## src/jitter_pkg.sv

```systemverilog
// constants and state codes for the frequency jitter sequencer
package jitter_pkg;
  // register word addresses
  localparam logic [4:0] A_CTRL = 5'h00;
  localparam logic [4:0] A_STAT = 5'h01;
  localparam logic [4:0] A_PER = 5'h02;
  localparam logic [4:0] A_DUTY = 5'h03;
  localparam logic [4:0] A_DT0 = 5'h04;
  localparam logic [4:0] A_DT1 = 5'h05;
  localparam logic [4:0] A_PMAX = 5'h06;
  localparam logic [4:0] A_TPA = 5'h07;
  localparam logic [4:0] A_TPB = 5'h08;
  localparam logic [4:0] A_TD0A = 5'h09;
  localparam logic [4:0] A_TD0B = 5'h0A;
  localparam logic [4:0] A_TD1A = 5'h0B;
  localparam logic [4:0] A_TD1B = 5'h0C;
  localparam logic [4:0] A_DUR1 = 5'h0D;
  localparam logic [4:0] A_APPR = 5'h11;
  localparam logic [4:0] A_CNTM = 5'h12;
  // control register bit positions
  localparam int C_HW_RUN = 0;
  localparam int C_SW_EN = 1;
  localparam int C_HW_MODE = 2;
  localparam int C_APPR_SEL = 3;
  localparam int C_PART_SEL = 4;
  localparam int C_SRC_SEL = 5;
  localparam int C_EXT_SEL = 6;
  localparam int C_MOD_RUN = 7;
  localparam int C_LIM_EN = 8;
  localparam int C_GUARD = 9;
  // status register bit positions
  localparam int S_SECT = 4;
  // approach control field positions
  localparam int P_TRIG = 0;
  localparam int P_PSTEP = 3;
  localparam int P_PUPD = 6;
  localparam int P_DSTEP = 8;
  localparam int P_DUPD = 11;
  localparam int P_DTEN = 13;
  // count control field positions
  localparam int K_TRIG = 0;
  localparam int K_STEP = 3;
  localparam int K_DOWN = 6;
  // step update codes
  localparam logic [1:0] UPD_INC = 2'h1;
  localparam logic [1:0] UPD_DEC = 2'h2;
  // reset value of every register
  localparam logic [15:0] REG_RST = 16'h0000;
  // section timer states, code equals the section indicator
  typedef enum logic [2:0] {
    S_IDLE = 3'h0,
    S_T1 = 3'h1,
    S_T2 = 3'h2,
    S_T3 = 3'h3,
    S_T4 = 3'h4,
    S_REST = 3'h5
  } section_t;
endpackage

```

## src/freq_jitter.sv

```systemverilog
// hardware frequency jitter sequencer with section timer and register port
//
// Functional notes
// - section timer steps four intervals, each length from its own register
// - timer starts on external rising edge or run bit, chosen by source select
// - external select picks overvoltage comparator or trigger pin
// - first and fourth intervals use count, approach or unchanged behaviour
// - approach in first and fourth intervals keeps counts and steps fixed
// - first interval aims at set B, fourth interval at set A
// - unchanged mode leaves period and duty to software writes
// - second and third intervals approach and update counts and steps
// - second interval aims at set A, third at set B
// - untimed rest after fourth interval, no automatic adjustment
// - hardware mode bit plus approach and partial selects pick the mode
// - within one step, load target into period and set reached flag
// - limit enabled, rising outside the step, and period plus step above maximum sets limit flag
// - three-bit read-only section indicator shows the current interval
// - outside the step, period moves by step, duty too if positive
// - within the step, duty moves by half the difference if positive
// - software mode starts on enable bit, hardware on run bit or edge
// - modulator stopped freezes period and clears counter to zero; trigger counter steps on overflow
// - resonance guard clears software enable and hands output to protection
// - auto-adjust flag ignores all three starts and clears their set request
// - trigger select encoding: source 1 run bit, else comparator or pin
// - resonance guard stops jittering and clears run and enable bits
`timescale 1ns/1ps
`default_nettype none
module freq_jitter (
  input wire logic mclk,
  input wire logic sys_rst,
  input wire logic ce,
  input wire logic [4:0] addr,
  input wire logic [15:0] wdata,
  input wire logic wr,
  input wire logic rd,
  output logic [15:0] rdata,
  input wire logic overvoltage_cmp_out,
  input wire logic external_trigger_pin,
  input wire logic resonance_guard,
  input wire logic auto_adjust_flag,
  output logic [11:0] period_value,
  output logic [11:0] duty_value,
  output logic [11:0] deadtime_first,
  output logic [11:0] deadtime_second,
  output logic period_tick,
  output logic guard_owns_output
);
  typedef struct packed {
    logic hw_run;
    logic sw_en;
    logic hw_mode;
    logic appr_sel;
    logic part_sel;
    logic src_sel;
    logic ext_sel;
    logic mod_run;
    logic lim_en;
    logic guard;
    logic rch_a;
    logic rch_b;
    logic lim_a;
    logic lim_b;
    logic [11:0] period;
    logic [11:0] duty;
    logic [11:0] dt0;
    logic [11:0] dt1;
    logic [11:0] pmax;
    logic [11:0] tpa;
    logic [11:0] tpb;
    logic [11:0] td0a;
    logic [11:0] td0b;
    logic [11:0] td1a;
    logic [11:0] td1b;
    logic [3:0][15:0] dur;
    logic [2:0] trig_cnt;
    logic [2:0] pstep;
    logic [1:0] pupd;
    logic [2:0] dstep;
    logic [1:0] dupd;
    logic dt_en;
    logic [2:0] ctrig;
    logic [2:0] cstep;
    logic cdown;
    jitter_pkg::section_t sect;
    logic [15:0] stimer;
    logic [11:0] pcnt;
    logic [2:0] trig;
    logic tick;
    logic [15:0] rdata;
  } state_t;
  state_t q;
  state_t n;

  logic ovp_rise;
  logic pin_rise;

  // comparator and pin each pass their own synchroniser
  edge_sync ovp_sync (
    .mclk(mclk),
    .sys_rst(sys_rst),
    .ce(ce),
    .din(overvoltage_cmp_out),
    .rise(ovp_rise)
  );
  edge_sync pin_sync (
    .mclk(mclk),
    .sys_rst(sys_rst),
    .ce(ce),
    .din(external_trigger_pin),
    .rise(pin_rise)
  );

  // one step of a value toward its target
  function automatic logic [11:0] toward(input logic [11:0] c, input logic [11:0] t,
                                         input logic [11:0] s);
    if (c < t) begin
      toward = (t - c <= s) ? t : c + s;
    end else begin
      toward = (c - t <= s) ? t : c - s;
    end
  endfunction

  // step value nudged up or down, held inside 0..7
  function automatic logic [2:0] nudge(input logic [2:0] v, input logic [1:0] u);
    nudge = v;
    if (u == jitter_pkg::UPD_INC && v != 3'h7) begin
      nudge = v + 3'h1;
    end else if (u == jitter_pkg::UPD_DEC && v != 3'h0) begin
      nudge = v - 3'h1;
    end
  endfunction

  logic ctrl_wr;
  logic run_rise;
  logic ovf;
  logic fire;
  logic in_t;
  logic edge_t;
  logic aim_b;
  logic do_appr;
  logic do_cnt;
  logic up;
  logic start;
  logic [2:0] trig_lim;
  logic [11:0] tp;
  logic [11:0] diff;
  logic [11:0] step;
  logic [11:0] half;

  always_comb begin
    n = q;
    n.tick = 1'b0;
    ctrl_wr = wr && addr == jitter_pkg::A_CTRL;
    run_rise = 1'b0;
    ovf = 1'b0;
    fire = 1'b0;
    start = 1'b0;
    up = 1'b0;
    tp = 12'h000;
    diff = 12'h000;
    half = 12'h000;
    step = {9'h000, q.pstep};

    // software writes land first, hardware updates below may follow
    if (ctrl_wr) begin
      n.hw_run = wdata[jitter_pkg::C_HW_RUN];
      n.sw_en = wdata[jitter_pkg::C_SW_EN];
      n.hw_mode = wdata[jitter_pkg::C_HW_MODE];
      n.appr_sel = wdata[jitter_pkg::C_APPR_SEL];
      n.part_sel = wdata[jitter_pkg::C_PART_SEL];
      n.src_sel = wdata[jitter_pkg::C_SRC_SEL];
      n.ext_sel = wdata[jitter_pkg::C_EXT_SEL];
      n.mod_run = wdata[jitter_pkg::C_MOD_RUN];
      n.lim_en = wdata[jitter_pkg::C_LIM_EN];
      run_rise = wdata[jitter_pkg::C_MOD_RUN] & ~q.mod_run;
    end
    // status flags clear by writing one
    if (wr && addr == jitter_pkg::A_STAT) begin
      n.rch_a = q.rch_a & ~wdata[0];
      n.rch_b = q.rch_b & ~wdata[1];
      n.lim_a = q.lim_a & ~wdata[2];
      n.lim_b = q.lim_b & ~wdata[3];
    end
    // value registers, period and duty stay writable in every section
    if (wr) begin
      unique case (addr)
        jitter_pkg::A_PER: n.period = wdata[11:0];
        jitter_pkg::A_DUTY: n.duty = wdata[11:0];
        jitter_pkg::A_DT0: n.dt0 = wdata[11:0];
        jitter_pkg::A_DT1: n.dt1 = wdata[11:0];
        jitter_pkg::A_PMAX: n.pmax = wdata[11:0];
        jitter_pkg::A_TPA: n.tpa = wdata[11:0];
        jitter_pkg::A_TPB: n.tpb = wdata[11:0];
        jitter_pkg::A_TD0A: n.td0a = wdata[11:0];
        jitter_pkg::A_TD0B: n.td0b = wdata[11:0];
        jitter_pkg::A_TD1A: n.td1a = wdata[11:0];
        jitter_pkg::A_TD1B: n.td1b = wdata[11:0];
        jitter_pkg::A_APPR: begin
          n.trig_cnt = wdata[jitter_pkg::P_TRIG +: 3];
          n.pstep = wdata[jitter_pkg::P_PSTEP +: 3];
          n.pupd = wdata[jitter_pkg::P_PUPD +: 2];
          n.dstep = wdata[jitter_pkg::P_DSTEP +: 3];
          n.dupd = wdata[jitter_pkg::P_DUPD +: 2];
          n.dt_en = wdata[jitter_pkg::P_DTEN];
        end
        jitter_pkg::A_CNTM: begin
          n.ctrig = wdata[jitter_pkg::K_TRIG +: 3];
          n.cstep = wdata[jitter_pkg::K_STEP +: 3];
          n.cdown = wdata[jitter_pkg::K_DOWN];
        end
        default: ;
      endcase
    end
    for (int i = 0; i < 4; i++) begin
      if (wr && addr == jitter_pkg::A_DUR1 + 5'(i)) begin
        n.dur[i] = wdata;
      end
    end

    // mode decode for the current section
    in_t = q.sect inside {jitter_pkg::S_T1, jitter_pkg::S_T2,
                          jitter_pkg::S_T3, jitter_pkg::S_T4};
    edge_t = q.sect inside {jitter_pkg::S_T1, jitter_pkg::S_T4};
    aim_b = q.sect inside {jitter_pkg::S_T1, jitter_pkg::S_T3};
    do_appr = q.hw_mode && in_t && !(edge_t && q.part_sel)
              && !(edge_t && !q.appr_sel);
    do_cnt = q.hw_mode && edge_t && !q.part_sel && !q.appr_sel;
    trig_lim = do_cnt ? q.ctrig : q.trig_cnt;

    // modulator period counter, cleared to zero while the modulator is stopped
    if (q.mod_run) begin
      if (q.pcnt >= q.period) begin
        n.pcnt = 12'h000;
        ovf = 1'b1;
      end else begin
        n.pcnt = q.pcnt + 12'h001;
      end
    end else begin
      n.pcnt = 12'h000;
    end
    n.tick = ovf;

    // trigger counter steps on overflow or modulator start only
    if (ovf || run_rise) begin
      if (q.trig >= trig_lim) begin
        n.trig = 3'h0;
        fire = do_appr || do_cnt;
      end else begin
        n.trig = q.trig + 3'h1;
      end
    end

    // approach toward the selected target set
    if (fire && do_appr) begin
      tp = aim_b ? q.tpb : q.tpa;
      up = tp > q.period;
      diff = up ? tp - q.period : q.period - tp;
      half = diff >> 1;
      if (diff <= step) begin
        n.period = tp;
        n.rch_a = n.rch_a | ~aim_b;
        n.rch_b = n.rch_b | aim_b;
        if (up) begin
          n.duty = q.duty + half;
        end else if (q.duty > half) begin
          n.duty = q.duty - half;
        end
      end else if (up && q.lim_en && {1'b0, q.period} + {1'b0, step} > {1'b0, q.pmax}) begin
        n.lim_a = n.lim_a | ~aim_b;
        n.lim_b = n.lim_b | aim_b;
      end else if (up) begin
        n.period = q.period + step;
        n.duty = q.duty + step;
      end else begin
        n.period = q.period - step;
        if (q.duty > step) begin
          n.duty = q.duty - step;
        end
      end
      if (q.dt_en) begin
        n.dt0 = toward(q.dt0, aim_b ? q.td0b : q.td0a, {9'h000, q.dstep});
        n.dt1 = toward(q.dt1, aim_b ? q.td1b : q.td1a, {9'h000, q.dstep});
      end
      // counts and steps move only in the middle sections
      if (!edge_t) begin
        n.trig_cnt = nudge(q.trig_cnt, q.pupd);
        n.pstep = nudge(q.pstep, q.pupd);
        n.dstep = nudge(q.dstep, q.dupd);
      end
    end

    // count mode moves period and duty by a fixed step
    if (fire && do_cnt) begin
      if (q.cdown) begin
        n.period = q.period - {9'h000, q.cstep};
        if (q.duty > {9'h000, q.cstep}) begin
          n.duty = q.duty - {9'h000, q.cstep};
        end
      end else begin
        n.period = q.period + {9'h000, q.cstep};
        n.duty = q.duty + {9'h000, q.cstep};
      end
    end

    // start source: run bit rising or selected external edge, new settings count at once
    if (n.src_sel) begin
      start = ctrl_wr && wdata[jitter_pkg::C_HW_RUN] && !q.hw_run;
    end else begin
      start = n.ext_sel ? pin_rise : ovp_rise;
    end

    // section timer
    if (!n.hw_mode) begin
      n.sect = jitter_pkg::S_IDLE;
    end else if ((start || (ctrl_wr && wdata[jitter_pkg::C_HW_RUN] && !q.hw_run))
                 && auto_adjust_flag) begin
      n.hw_run = 1'b0;
    end else if (start && n.mod_run && !in_t) begin
      n.sect = jitter_pkg::S_T1;
      n.stimer = q.dur[0];
      n.hw_run = 1'b1;
    end else if (ctrl_wr && !wdata[jitter_pkg::C_HW_RUN] && in_t) begin
      n.sect = jitter_pkg::S_REST;
    end else if (in_t && q.mod_run) begin
      if (q.stimer == 16'h0000) begin
        unique case (q.sect)
          jitter_pkg::S_T1: begin
            n.sect = jitter_pkg::S_T2;
            n.stimer = q.dur[1];
          end
          jitter_pkg::S_T2: begin
            n.sect = jitter_pkg::S_T3;
            n.stimer = q.dur[2];
          end
          jitter_pkg::S_T3: begin
            n.sect = jitter_pkg::S_T4;
            n.stimer = q.dur[3];
          end
          default: begin
            n.sect = jitter_pkg::S_REST;
            n.hw_run = 1'b0;
          end
        endcase
      end else begin
        n.stimer = q.stimer - 16'h0001;
      end
    end

    // software enable refused or dropped while auto-adjust is active
    if (auto_adjust_flag && n.sw_en) begin
      n.sw_en = 1'b0;
    end else if (n.sw_en && !q.sw_en) begin
      n.guard = 1'b0;
    end

    // resonance guard stops the section timer, clears run and enable, and takes the output
    if (resonance_guard) begin
      n.hw_run = 1'b0;
      n.sw_en = 1'b0;
      n.sect = jitter_pkg::S_IDLE;
      n.guard = 1'b1;
    end

    // read data stand in the cycle after the strobe only
    n.rdata = 16'h0000;
    if (rd) begin
      unique case (addr)
        jitter_pkg::A_CTRL: n.rdata = {6'h00, q.guard, q.lim_en, q.mod_run,
          q.ext_sel, q.src_sel, q.part_sel, q.appr_sel, q.hw_mode, q.sw_en, q.hw_run};
        jitter_pkg::A_STAT: n.rdata = {9'h000, q.sect,
          q.lim_b, q.lim_a, q.rch_b, q.rch_a};
        jitter_pkg::A_PER: n.rdata = {4'h0, q.period};
        jitter_pkg::A_DUTY: n.rdata = {4'h0, q.duty};
        jitter_pkg::A_DT0: n.rdata = {4'h0, q.dt0};
        jitter_pkg::A_DT1: n.rdata = {4'h0, q.dt1};
        jitter_pkg::A_PMAX: n.rdata = {4'h0, q.pmax};
        jitter_pkg::A_TPA: n.rdata = {4'h0, q.tpa};
        jitter_pkg::A_TPB: n.rdata = {4'h0, q.tpb};
        jitter_pkg::A_TD0A: n.rdata = {4'h0, q.td0a};
        jitter_pkg::A_TD0B: n.rdata = {4'h0, q.td0b};
        jitter_pkg::A_TD1A: n.rdata = {4'h0, q.td1a};
        jitter_pkg::A_TD1B: n.rdata = {4'h0, q.td1b};
        jitter_pkg::A_APPR: n.rdata = {2'h0, q.dt_en, q.dupd, q.dstep,
          q.pupd, q.pstep, q.trig_cnt};
        jitter_pkg::A_CNTM: n.rdata = {9'h000, q.cdown, q.cstep, q.ctrig};
        default: begin
          for (int i = 0; i < 4; i++) begin
            if (addr == jitter_pkg::A_DUR1 + 5'(i)) begin
              n.rdata = q.dur[i];
            end
          end
        end
      endcase
    end
  end

  // whole state in one register, frozen while ce is low
  always_ff @(posedge mclk or posedge sys_rst) begin
    if (sys_rst) begin
      q <= '0;
    end else if (ce) begin
      q <= n;
    end
  end

  // outputs come straight from the state register
  assign rdata = q.rdata;
  assign period_value = q.period;
  assign duty_value = q.duty;
  assign deadtime_first = q.dt0;
  assign deadtime_second = q.dt1;
  assign period_tick = q.tick;
  assign guard_owns_output = q.guard;
endmodule
`default_nettype wire

```

## src/edge_sync.sv

```systemverilog
// three-stage synchroniser with agreement filter and rising edge pulse
`timescale 1ns/1ps
`default_nettype none
module edge_sync (
  input wire logic mclk,
  input wire logic sys_rst,
  input wire logic ce,
  input wire logic din,
  output logic rise
);
  typedef struct packed {
    logic ff1;
    logic ff2;
    logic ff3;
    logic stable;
    logic rise;
  } sync_t;
  sync_t q;
  sync_t n;

  // stable level moves only when the second and third stages agree
  always_comb begin
    n = q;
    n.ff1 = din;
    n.ff2 = q.ff1;
    n.ff3 = q.ff2;
    n.rise = 1'b0;
    if (q.ff2 == q.ff3) begin
      n.stable = q.ff3;
      n.rise = q.ff3 & ~q.stable;
    end
  end

  // state register, frozen while ce is low
  always_ff @(posedge mclk or posedge sys_rst) begin
    if (sys_rst) begin
      q <= '0;
    end else if (ce) begin
      q <= n;
    end
  end

  assign rise = q.rise;
endmodule
`default_nettype wire

```

## config.mk

```make
export PLATFORM = sky130hd
export DESIGN_NAME = freq_jitter
export DESIGN_NICKNAME = d
export VERILOG_FILES = /design/src/jitter_pkg.sv /design/src/freq_jitter.sv /design/src/edge_sync.sv
export SDC_FILE = /design/constraint.sdc
export NUM_CORES = 1
export LEC_CHECK = 0
export ABC_AREA = 1
export BUFFER_PORTS_ARGS = -buffer_cell sky130_fd_sc_hd__buf_2
export CORE_ASPECT_RATIO = 1.4
export CORE_MARGIN = 5
export CORE_UTILIZATION = 45
export CTS_CLUSTER_DIAMETER = 200
export DETAILED_ROUTE_END_ITERATION = 16
export PLACE_DENSITY = 0.66
export SYNTH_ARGS = -nofsm -noshare
export SYNTH_HDL_FRONTEND = slang
export SYNTH_SLANG_ARGS = --single-unit
```

## constraint.sdc

```tcl
create_clock -name mclk -period 26.9 [get_ports mclk]
set_input_delay 8.07 -clock mclk [delete_from_list [all_inputs] [get_ports mclk]]
set_output_delay 8.07 -clock mclk [all_outputs]
set_load 0.01 [all_outputs]
```

### Word level (Yosys, flattened, before mapping)

Cells that the tools add are included.

| storage, ports and cells | value |
|---|---|
| output and inout port bits | 66 |
| input bits | 30 |
| bits in registers | 292 |

| cells by class | value |
|---|---|
| equality and inequality tests | 40 |
| reduce and logical (&&, ||, !) cells | 79 |
| bitwise operators | 20 |
| muxes and demuxes | 93 |
| add/subtract/negate cells | 30 |
| $lt $le $gt $ge | 14 |

Operators by type and width:

| operator | count |
|---|---|
| 2-to-1 mux 12 bit | 27 |
| case mux 16 bit (15 select lines) | 1 |
| 2-to-1 mux 24 bit | 6 |
| 2-to-1 mux 132 bit | 1 |
| 2-to-1 mux 16 bit | 7 |
| adder 12 x 3 -> 12 bit | 6 |
| subtractor 12 bit | 6 |
| subtractor 12 x 3 -> 12 bit | 6 |
| <= comparator 12 x 3 -> 1 bit | 5 |
| 2-to-1 mux 19 bit | 3 |
| 2-to-1 mux 52 bit | 1 |
| case mux 16 bit (3 select lines) | 1 |
| 2-to-1 mux 3 bit | 14 |
| == test 5 x 4 -> 1 bit (second input constant) | 8 |
| logical AND 1 bit | 34 |
| AND reduction 3 bit | 10 |
| > comparator 12 x 3 -> 1 bit | 2 |
| < comparator 12 bit | 2 |
| AND reduction 2 bit | 11 |
| 2-to-1 mux 21 bit | 1 |
| == test 5 x 3 -> 1 bit (second input constant) | 4 |
| 2-to-1 mux 1 bit | 20 |
| logical NOT 16 bit | 1 |
| subtractor 16 x 1 -> 16 bit (second input constant) | 1 |
| 44 further kinds | 98 |

### Longest topological paths before layout

Gate-level depths: netlist (run 1).

| logic depth | value |
|---|---|
| depth after elaboration | 14 |
| gate-level depth with buffers | 40 |
| mapped depth without buffers | 36 |

### Modules after synthesis

From an unflattened synthesis (run 1), not the netlist that was laid out.

| second synthesis, totals | value |
|---|---|
| cells, all modules | 3838 |
| area total of the unflattened synthesis | 26311.5 um^2 |

By module, submodules not included:

| module | area an instance (um^2) | instances | cells each |
|---|---|---|---|
| freq_jitter | 25896.1 | 1 | 3786 |
| edge_sync | 207.7 | 2 | 26 |

### Worst setup path before layout (run 1)

No wires, ideal clock.

| timing | value |
|---|---|
| kind | input to register |
| from | input addr[1] |
| to | register q, in the netlist duty_value[3] |
| path buffers | 1 |
| arrival | 10073 ps |
| setup slack | 16709 ps |
| stages | 17 |
| cell sequence | nor2_1 inv_1 nor2_1 inv_2 nor2_2 nand2_1 inv_2 nand2_1 o21ai_1 nand3_1 inv_2 o21ai_0 buf_2 o21ai_0 inv_1 a21oi_1 nor2_1 |

| between the ends | value |
|---|---|
| longest elaborated chain between the ends | 11 |
| elaborated cells between the ends (all ways) | 20 |
| those cells by class | 1 x eq/ne; 14 x mux; 5 x reduce/logical |

RTL lines:

| element | RTL line | RTL |
|---|---|---|
| from (decl) | freq_jitter.sv:32 | `input wire logic [4:0] addr,` |
| == test 5 x 2 -> 1 bit | freq_jitter.sv:186 | `unique case (addr)` |
| 2-to-1 mux 12 bit | freq_jitter.sv:186 |  |
| 2-to-1 mux 132 bit | freq_jitter.sv:185 | `if (wr) begin` |
| 2-to-1 mux 12 bit | freq_jitter.sv:276 | `if (q.duty > step) begin` |
| 2-to-1 mux 24 bit | freq_jitter.sv:271 | `end else if (up) begin` |
| 2-to-1 mux 24 bit | freq_jitter.sv:268 | `end else if (up && q.lim_en && {1'b0, q.period} + {1'b0, step} > {1'b0, q.pmax}) begin` |
| 2-to-1 mux 24 bit | freq_jitter.sv:259 | `if (diff <= step) begin` |
| 2-to-1 mux 52 bit | freq_jitter.sv:254 | `if (fire && do_appr) begin` |
| 2-to-1 mux 12 bit | freq_jitter.sv:296 | `if (q.duty > {9'h000, q.cstep}) begin` |
| 2-to-1 mux 24 bit | freq_jitter.sv:294 | `if (q.cdown) begin` |
| 2-to-1 mux 24 bit * | freq_jitter.sv:293 | `if (fire && do_cnt) begin` |
| to (signal assigned) | freq_jitter.sv:402 | `q <= n;` |
| to (decl) | freq_jitter.sv:91 | `state_t q;` |

Mark *: on every way between the ends. The rest lies on a longest branch, timed or not.
A chain may end at the register's enable or synchronous reset.

### Final worst setup path (run 1)

| timing | value |
|---|---|
| from | input addr[1] |
| to | register q, in the netlist deadtime_first[9] |

| between the ends | value |
|---|---|
| longest elaborated chain between the ends | 7 |
| elaborated cells between the ends (all ways) | 11 |
| those cells by class | 1 x eq/ne; 6 x mux; 4 x reduce/logical |

RTL lines:

| element | RTL line | RTL |
|---|---|---|
| logical NOT 5 bit | freq_jitter.sv:153 | `ctrl_wr = wr && addr == jitter_pkg::A_CTRL;` |
| logical AND 1 bit | freq_jitter.sv:153 |  |
| 2-to-1 mux 1 bit | freq_jitter.sv:165 | `if (ctrl_wr) begin` |
| logical OR 1 bit | freq_jitter.sv:244 | `if (ovf \|\| run_rise) begin` |
| 2-to-1 mux 1 bit | freq_jitter.sv:244 |  |
| logical AND 1 bit | freq_jitter.sv:254 |  |
| 2-to-1 mux 52 bit * | freq_jitter.sv:254 |  |

Marks and branches as above.

==> impl.org, run 1 <==
** Synthesis
- #FFs+latches synth :: 292
- Number of flops mapped to enable cells by yosys :: 0
- Cell with the most instances after synthesis :: sky130_fd_sc_hd__nand2_1
- Counting every net in the synthesized netlist gives 4102.
- Simple-gate share of the synthesized area :: 0.244
- The share of synthesized area in the top cell type comes to 0.277.
- Number of cells produced by synthesis :: 3866
- Share of the synthesized netlist area taken by xor and xnor gates :: 0.0448
- Async set-reset flop share out of synthesis :: 1.00
- Ranked by instance count, the synthesized netlist is headed by sky130_fd_sc_hd__nand2_1 (922), sky130_fd_sc_hd__o21ai_0 (467), sky130_fd_sc_hd__inv_1 (424), sky130_fd_sc_hd__dfrtp_1 (292), sky130_fd_sc_hd__nor2_1 (259).
- Sorting the synthesized cells by area gives the leading types as sky130_fd_sc_hd__dfrtp_1 (28%), sky130_fd_sc_hd__nand2_1 (13%), sky130_fd_sc_hd__o21ai_0 (8.9%).
- In the synthesized netlist the dominant register cell turns out to be sky130_fd_sc_hd__dfrtp_1.
- The mapped netlist covers 26300 µm².
- During synthesis, Yosys emitted a total of 0 warnings.
- Fraction of the mapped netlist area in compound gates :: 0.218
- Of all cell types, the one taking the most synthesized area is sky130_fd_sc_hd__dfrtp_1.
- Post-synthesis adder-cell area fraction :: 0.104
- Multiplexer share of the synthesized area :: 0.00209
- Largest family of logic cells by synthesized area :: simple AND/OR/NAND/NOR gates
- Sequential cell area fraction in the yosys report :: 0.277
- A synthesized cell averages 6.81 µm².
- After synthesis, the netlist uses 65 different library cells.

** Clock network
- Clock latency of the later-clocked register in the worst-skew pair :: 0.56 ns
- Cts repair resizes :: 0
- Inserted Clock Buffers :: 34
- CTS Buffer Depth :: 3
- Setup fix buffers added after clock tree synthesis :: 0
- The number of hold buffers added after CTS was 0.
- The tree built by TritonCTS fans out to 292 sinks.
- Maximum level of the CTS H-tree :: 2
- Clock-pin transition on the worst setup and hold timing paths :: 0.06 ns
- Clock Tree Root :: sky130_fd_sc_hd__clkbuf_16
- TritonCTS built the clock tree.

** Die
- The initialized floorplan defines 105 standard-cell rows.
- The die covers 63600 µm².
- Die width :: 215 µm
- Initial cell density of the core :: 0.452
- During I/O placement, the number of pins put on the boundary was 96.
- The total area inside the core boundary comes to 58300 µm².
- The die is 296 µm tall.

** Place
- The congestion estimate from routability-driven global placement came to 0.997.
- HPWL Detailed :: 72800 µm
- IO buf count :: 95

** Global route
- Global routing finished with a remaining overflow of 0.
- The first global-routing pass estimated 149000 µm of wire.
- Via count of the first global-routing pass :: 25100
- Total track usage :: 0.295
- The number of antenna violations at the first check in global routing is 2.
- Maximum number of pins on one net before global-route repair :: 169

** Power
- Internal power component :: 1.29 mW
- VDD sags by at most 63.9 µV.
- For this design the static power due to leakage is 13.5 nW.
- Post-layout total power :: 2.54 mW
- Of the total power, the clock network draws 0.194.
- Sequential share of power :: 0.234
- In this run the power density over the cells is 90.3 nW/µm².
- Part of the power in combinational logic :: 0.572
- Switching power summed over all nets :: 1.25 mW
- Of the total power, the share spent switching nets is 0.491.

** STA
- The routed design could run at a clock period as short as 12.02 ns.
- At the pin with the least slew margin, the transition time is 1.28 ns.
- Setup violations remaining at the end of the flow were counted as 0.
- Setup repair after global routing left no endpoint under its margin.
- The total count of hold-check failures in the final report is 0.
- Rel. slew slack :: 0.137
- Post-route worst hold slack :: 0.456 ns
- The final-report max-slew violation count was 0.
- On the final layout, the worst clock skew is 0.0416 ns.
- In the finished design, the share of the clock period the worst path needs comes to 0.447.
- For this run, the top clock speed supported by timing is 83.2 MHz.
- Summed over all failing endpoints, the final setup total negative slack is 0 ns.

** Finish
- The area growth from synthesis to layout is 6.71%.
- # nets final :: 4038
- Final-layout fill cell count :: 6073
- Sequential cell area :: 7310 µm²
- The multi-input combinational cells in the finished layout cover a total of 16200 µm².
- In the final layout, the share of cells above drive strength 1 is 0.0677.

** Critical path
- For the worst setup path, the data arrival time is 12.41 ns.
- Largest fanout on the critical path :: 30
- Endpoint type of the worst setup path :: flip-flop
- By startpoint and endpoint, the worst setup path is classified as in2reg.
- Data required, critical path :: 27.29 ns
- Launching element type of the critical path :: primary input

** Worst hold path
- Hold Crit Class :: reg2reg

** Routing
- Average detailed-routed wire length per instance :: 21.3 µm
- In the routed design, unresolved DRC markers number 0.
- The final route contains 27000 vias.
- After detailed routing, the total wire length is 97400 µm.
- Via/cell ratio :: 5.90
- Post-detailed-route count of antenna-violating nets :: 0
- Drt pass-1 iters :: 7
- After the first detailed-routing iteration, the DRC count stood at 2685.

** Run status
- The run finished with clean final reports.

** Run
- The tool flagged a number of max-cap violations equal to 0.
## worst max-delay path, cell delays in order
cell and delay [ns]:
sky130_fd_sc_hd__buf_2 0.12, sky130_fd_sc_hd__nor2_1 0.10, sky130_fd_sc_hd__inv_1 0.05, sky130_fd_sc_hd__nor2_1 0.12
sky130_fd_sc_hd__inv_2 0.07, sky130_fd_sc_hd__nor2_2 0.40, sky130_fd_sc_hd__nand2_1 0.31, sky130_fd_sc_hd__inv_2 0.18
sky130_fd_sc_hd__nand2_1 0.08, sky130_fd_sc_hd__o21ai_1 0.19, sky130_fd_sc_hd__nand3_1 0.10, sky130_fd_sc_hd__buf_4 0.25
sky130_fd_sc_hd__inv_2 0.47, sky130_fd_sc_hd__nand2_1 0.80, sky130_fd_sc_hd__inv_2 0.73, sky130_fd_sc_hd__nand3_1 0.14
sky130_fd_sc_hd__nand3_1 0.08, sky130_fd_sc_hd__o21ai_0 0.10
## through the flow
step                      instance area [µm²]  setup slack [ns]  instances   util
final                                   28100             14.88       4577  0.482
after global routing                    28100             14.56       4576  0.482
after floorplan                         26300             10.77       3866      -
after CTS                               28100             15.01       4576  0.482
after global placement                  26900             14.54       4515  0.462
after detailed placement                26900             14.45       4515  0.462
## final cells by class
class / count / area share
Multi-Input combinational cell: 2883 / 0.575
Sequential cell: 292 / 0.260
Inverter: 455 / 0.0611
Clock buffer: 51 / 0.0368
Tap cell: 749 / 0.0333
Timing Repair Buffer: 136 / 0.0284
Clock inverter: 10 / 0.00507
Antenna cell: 1 / 0.0000890
## cell families after synthesis
logic type | Yosys count
simple gates | 1546
mux | 5
fa+ha+maj | 206
flops | 292
compound gates | 992
xor+xnor | 134
buf+inv | 691
## power groups by stage
stage          logic [mW]  clock network (mW)  registers [mW]
2_1_floorplan        1.10                   0           0.557
3_3_place_gp         1.42                   0           0.597
3_5_place_dp         1.43                   0           0.597
4_1_cts              1.43               0.498           0.590
5_1_grt              1.62               0.514           0.599
6_report             1.45               0.493           0.593
## flip-flops by register name, indices dropped and copies added, names as in the netlist
signal,flops
ovp_sync.n,2
q,216
period_value,12
deadtime_first,12
pin_sync.rise,1
duty_value,12
guard_owns_output,1
period_tick,1
ovp_sync.rise,1
pin_sync.n,2
rdata,16
pin_sync.q,2
ovp_sync.q,2
deadtime_second,12
## per-layer routing
layer	vias up	part of all wire	global-route usage
li1	12800	-	-
met1	12700	0.39	0.363
met2	1226	0.47	0.504
met3	276	0.072	0.0378
met4	0	0.066	0.166
met5	-	0	0
## layout by cell type, fill, tap and decap left out, types with 33 or more instances in the layout
cell	Yosys	routed
sky130_fd_sc_hd__nand2_1	922	921
sky130_fd_sc_hd__o21ai_0	467	467
sky130_fd_sc_hd__inv_1	424	423
sky130_fd_sc_hd__dfrtp_1	292	292
sky130_fd_sc_hd__nor2_1	259	259
sky130_fd_sc_hd__nand3_1	233	233
sky130_fd_sc_hd__a21oi_1	198	198
sky130_fd_sc_hd__ha_1	185	185
sky130_fd_sc_hd__xor2_1	121	121
sky130_fd_sc_hd__buf_2	13	94
sky130_fd_sc_hd__o211ai_1	83	83
sky130_fd_sc_hd__o22ai_1	48	48
sky130_fd_sc_hd__a221oi_1	42	42
sky130_fd_sc_hd__buf_4	64	41
sky130_fd_sc_hd__o21ai_1	34	34
sky130_fd_sc_hd__clkbuf_16	0	34
sky130_fd_sc_hd__nor3_1	33	33
## final timing paths
kind                                      startpoint                       endpoint  slack [ns]  depth (start not counted)
hold reg to reg            ovp_sync.q[1]$_DFFE_PP0P_      ovp_sync.rise$_DFFE_PP0P_        0.46                          1
min in group asynchronous                    sys_rst             q[167]$_DFFE_PP0P_        7.68                          2
setup reg to reg                   q[48]$_DFFE_PP0P_      duty_value[5]$_DFFE_PP0P_       19.28                         27
setup / recovery                             addr[1]  deadtime_first[9]$_DFFE_PP0P_       14.88                         18
max in group asynchronous                    sys_rst      duty_value[7]$_DFFE_PP0P_       17.64                          3
hold / removal             ovp_sync.q[1]$_DFFE_PP0P_      ovp_sync.rise$_DFFE_PP0P_        0.46                          1
Note: power is estimated with default switching activity, not from simulation.
==> run 2: changes to the inputs <==
==> constraint.sdc (replaced) <==
create_clock -name mclk -period 11.77 [get_ports mclk]
set_input_delay 3.531 -clock mclk [delete_from_list [all_inputs] [get_ports mclk]]
set_output_delay 3.531 -clock mclk [all_outputs]
set_load 0.01 [all_outputs]
==> run 2 against run 1 <==
  * Cell count is 0.13% lower
  * Final area decreased by 0.42%
  * Sequential share of layout area up 0.11 points
  * Routed wire length fell by 0.24%
  * Critical path depth unchanged
  * Sequential power rose by 130%
==> impl.org, run 2 (synthesis gave the netlist of run 1 again) <==
** Run status
- The flow ran to the end, and the final reports show no timing, DRC or antenna violations.

** Die
- Die outline area :: 63600 µm²
- In this run the standard cell core region covers 58300 µm².
- In this run the count of I/O pins placed on the die edge is 96.
- Initial cell density of the core :: 0.452
- The initialized floorplan defines 105 standard-cell rows.
- Chip height :: 296 µm
- The floorplan step set the die width to 215 µm.

** Place
- IO buf count :: 95
- In this run the cell area measured after placement is 26900 µm².
- GPL Wtd Cong :: 0.993
- HPWL Detailed :: 72600 µm

** Clock network
- Counting every sink on the clock net gives 292.
- Cts repair resizes :: 0
- CTS Buffer Depth :: 3
- After clock tree synthesis, the clock-pin slew on the worst setup and hold paths is 0.07 ns.
- Buffers inserted to repair hold after CTS numbered 0.
- Setup fix buffers added after clock tree synthesis :: 0
- TritonCTS built the clock tree.
- Inserted Clock Buffers :: 30
- Maximum level of the CTS H-tree :: 1
- The clock reaches the later pin of the worst-skew pair after 0.63 ns.
- Clock Tree Root :: sky130_fd_sc_hd__clkbuf_16

** STA
- Adding up every negative setup slack in the final design gives 0 ns.
- The final-report max-slew violation count came to 0.
- Worst Tran Pin Value :: 1.29 ns
- Dividing the final minimum period by the clock period gives 0.630.
- Subtracting the final worst setup slack from the clock period gives 7.42 ns.
- Final hold vios :: 0
- Worst clock skew :: 0.0553 ns
- Rel. slew slack :: 0.134
- Final setup violation count :: 0
- Unrepaired setup endpoints after global routing :: false
- Based on the critical path, the design can be clocked at up to 135 MHz.

** Global route
- Via count of the first global-routing pass :: 25400
- Wire length of the first global-routing pass :: 149000 µm
- Antenna violations before repair :: 0
- Maximum number of pins on one net before global-route repair :: 179
- For this run, the total global-route usage over all layers was measured as 0.293.
- Summed over all layers, the global routing overflow is 0.

** Critical path
- The critical path in this run is classified as in2reg.
- The worst setup path is captured at a flip-flop.
- The worst setup path is launched from a primary input.
- Of all nets on the critical path, the largest fanout is 30.
- The worst register-to-register path begins at q[50]$_DFFE_PP0P_.
- For the worst setup path, the data arrival time is 7.88 ns.
- Data required, critical path :: 12.24 ns
- The most critical setup path has its startpoint at addr[1].

** Run
- Count of maximum capacitance violations :: 0

** Power
- Total power density per cell area :: 205 nW/µm²
- For this design the static power due to leakage is 13.4 nW.
- The design draws 5.73 mW.
- VDD sags by at most 112 µV.

** Finish
- Summing all multi-input logic gate instances after layout gives 16200 µm².
- Sequential cell area :: 7310 µm²
- Largest reg by FF count :: q
- Total inserted antenna cells :: 0
- Relative to the synthesized area, the layout overhead comes to 6.25%.
- The register with the most flip-flops in the layout has 216 of them.
- Commonest non-fill, non-tap cell in the layout :: sky130_fd_sc_hd__nand2_1
- The final layout contains 4034 nets.
- In the final layout, the share of cells above drive strength 1 is 0.0667.
- Fill cells in the final layout number 6113.
- The library cells used most frequently in the layout, excluding fill and tap cells, are sky130_fd_sc_hd__nand2_1 (921), sky130_fd_sc_hd__o21ai_0 (467), sky130_fd_sc_hd__inv_1 (423), sky130_fd_sc_hd__dfrtp_1 (292), sky130_fd_sc_hd__nor2_1 (259).
- The finished cells cover 28000 µm².

** Routing
- Detailed-route via count :: 26900
- In the routed layout, each cell is associated on average with a via count of 5.88.
- Post-detailed-routing wire length :: 97100 µm
- Average detailed-routed wire length per instance :: 21.2 µm
- Before antenna repair, the detailed router went through 7 iterations.
- Count of unresolved DRC violations after routing :: 0
- Count of routing violations after the opening detailed-route iteration :: 2885
- Post-detailed-route count of antenna-violating nets :: 0

** Worst hold path
- Launch point of the worst hold path :: pin_sync.q[1]$_DFFE_PP0P_
- The min-delay analysis places its worst path in the category reg2reg.
==> run 2: cell count changes in the layout (fill, tap and decap cells not counted), moves of 3 or more <==
cell and delta:
sky130_fd_sc_hd__clkbuf_8 -9, sky130_fd_sc_hd__clkinv_2 +6, sky130_fd_sc_hd__clkbuf_16 -4, sky130_fd_sc_hd__bufinv_16 +3
==> run 2: layout make-up <==
type / instances / area share
multi-input cells: 2883 / 0.578
flip-flops and latches: 292 / 0.261
inverters: 455 / 0.0614
well taps: 749 / 0.0335
clock buffers: 37 / 0.0288
repair buffers: 136 / 0.0285
clock inverters: 19 / 0.00907
==> run 2: path summary, 6_finish.rpt <==
| kind | slack, ns | cells after the start | endpoint |
|---|---|---|---|
| worst min register to register | 0.47 | 1 | pin_sync.rise$_DFFE_PP0P_ |
| worst max-delay path | 4.35 | 18 | deadtime_first[9]$_DFFE_PP0P_ |
| worst max register to register | 4.62 | 29 | duty_value[5]$_DFFE_PP0P_ |
| worst min-delay path | 0.47 | 1 | pin_sync.rise$_DFFE_PP0P_ |
| max in group asynchronous | 7.12 | 3 | q[130]$_DFFE_PP0P_ |
| min in group asynchronous | 3.02 | 2 | q[183]$_DFFE_PP0P_ |
==> run 2: layer usage <==
layer,GRT usage,up-vias,wire length [µm]
met3,0.0371,295,6770
met4,0.165,0,6340
met2,0.508,1171,46100
li1,-,12800,-
met1,0.357,12700,37900
met5,0,-,0
==> run 2: critical path: stages <==
cell	delay, ns
sky130_fd_sc_hd__buf_2	0.12
sky130_fd_sc_hd__nor2_1	0.10
sky130_fd_sc_hd__inv_1	0.06
sky130_fd_sc_hd__nor2_1	0.11
sky130_fd_sc_hd__inv_2	0.07
sky130_fd_sc_hd__nor2_2	0.38
sky130_fd_sc_hd__nand2_1	0.30
sky130_fd_sc_hd__inv_2	0.16
sky130_fd_sc_hd__nand2_1	0.07
sky130_fd_sc_hd__o21ai_1	0.22
sky130_fd_sc_hd__nand3_1	0.10
sky130_fd_sc_hd__buf_4	0.25
sky130_fd_sc_hd__inv_2	0.49
sky130_fd_sc_hd__nand2_1	0.81
sky130_fd_sc_hd__inv_2	0.73
sky130_fd_sc_hd__nand3_1	0.15
sky130_fd_sc_hd__nand3_1	0.09
sky130_fd_sc_hd__o21ai_0	0.11
==> run 2: through the flow <==
stage	setup slack [ns]	hold slack (ns)	std cells	utilization
global route	4.02	0.493	4571	0.480
global placement	3.93	0.438	4514	0.462
CTS	4.41	0.475	4570	0.480
finish	4.35	0.467	4571	0.480
detailed placement	3.77	0.459	4514	0.462
floorplan	0.177	0.434	3866	-
==> run 2: where the power goes <==
part	switching (mW)	internal (mW)	total, mW
Sequential	0.209	1.14	1.35
Combinational	2.16	1.16	3.32
Clock	0.461	0.600	1.06
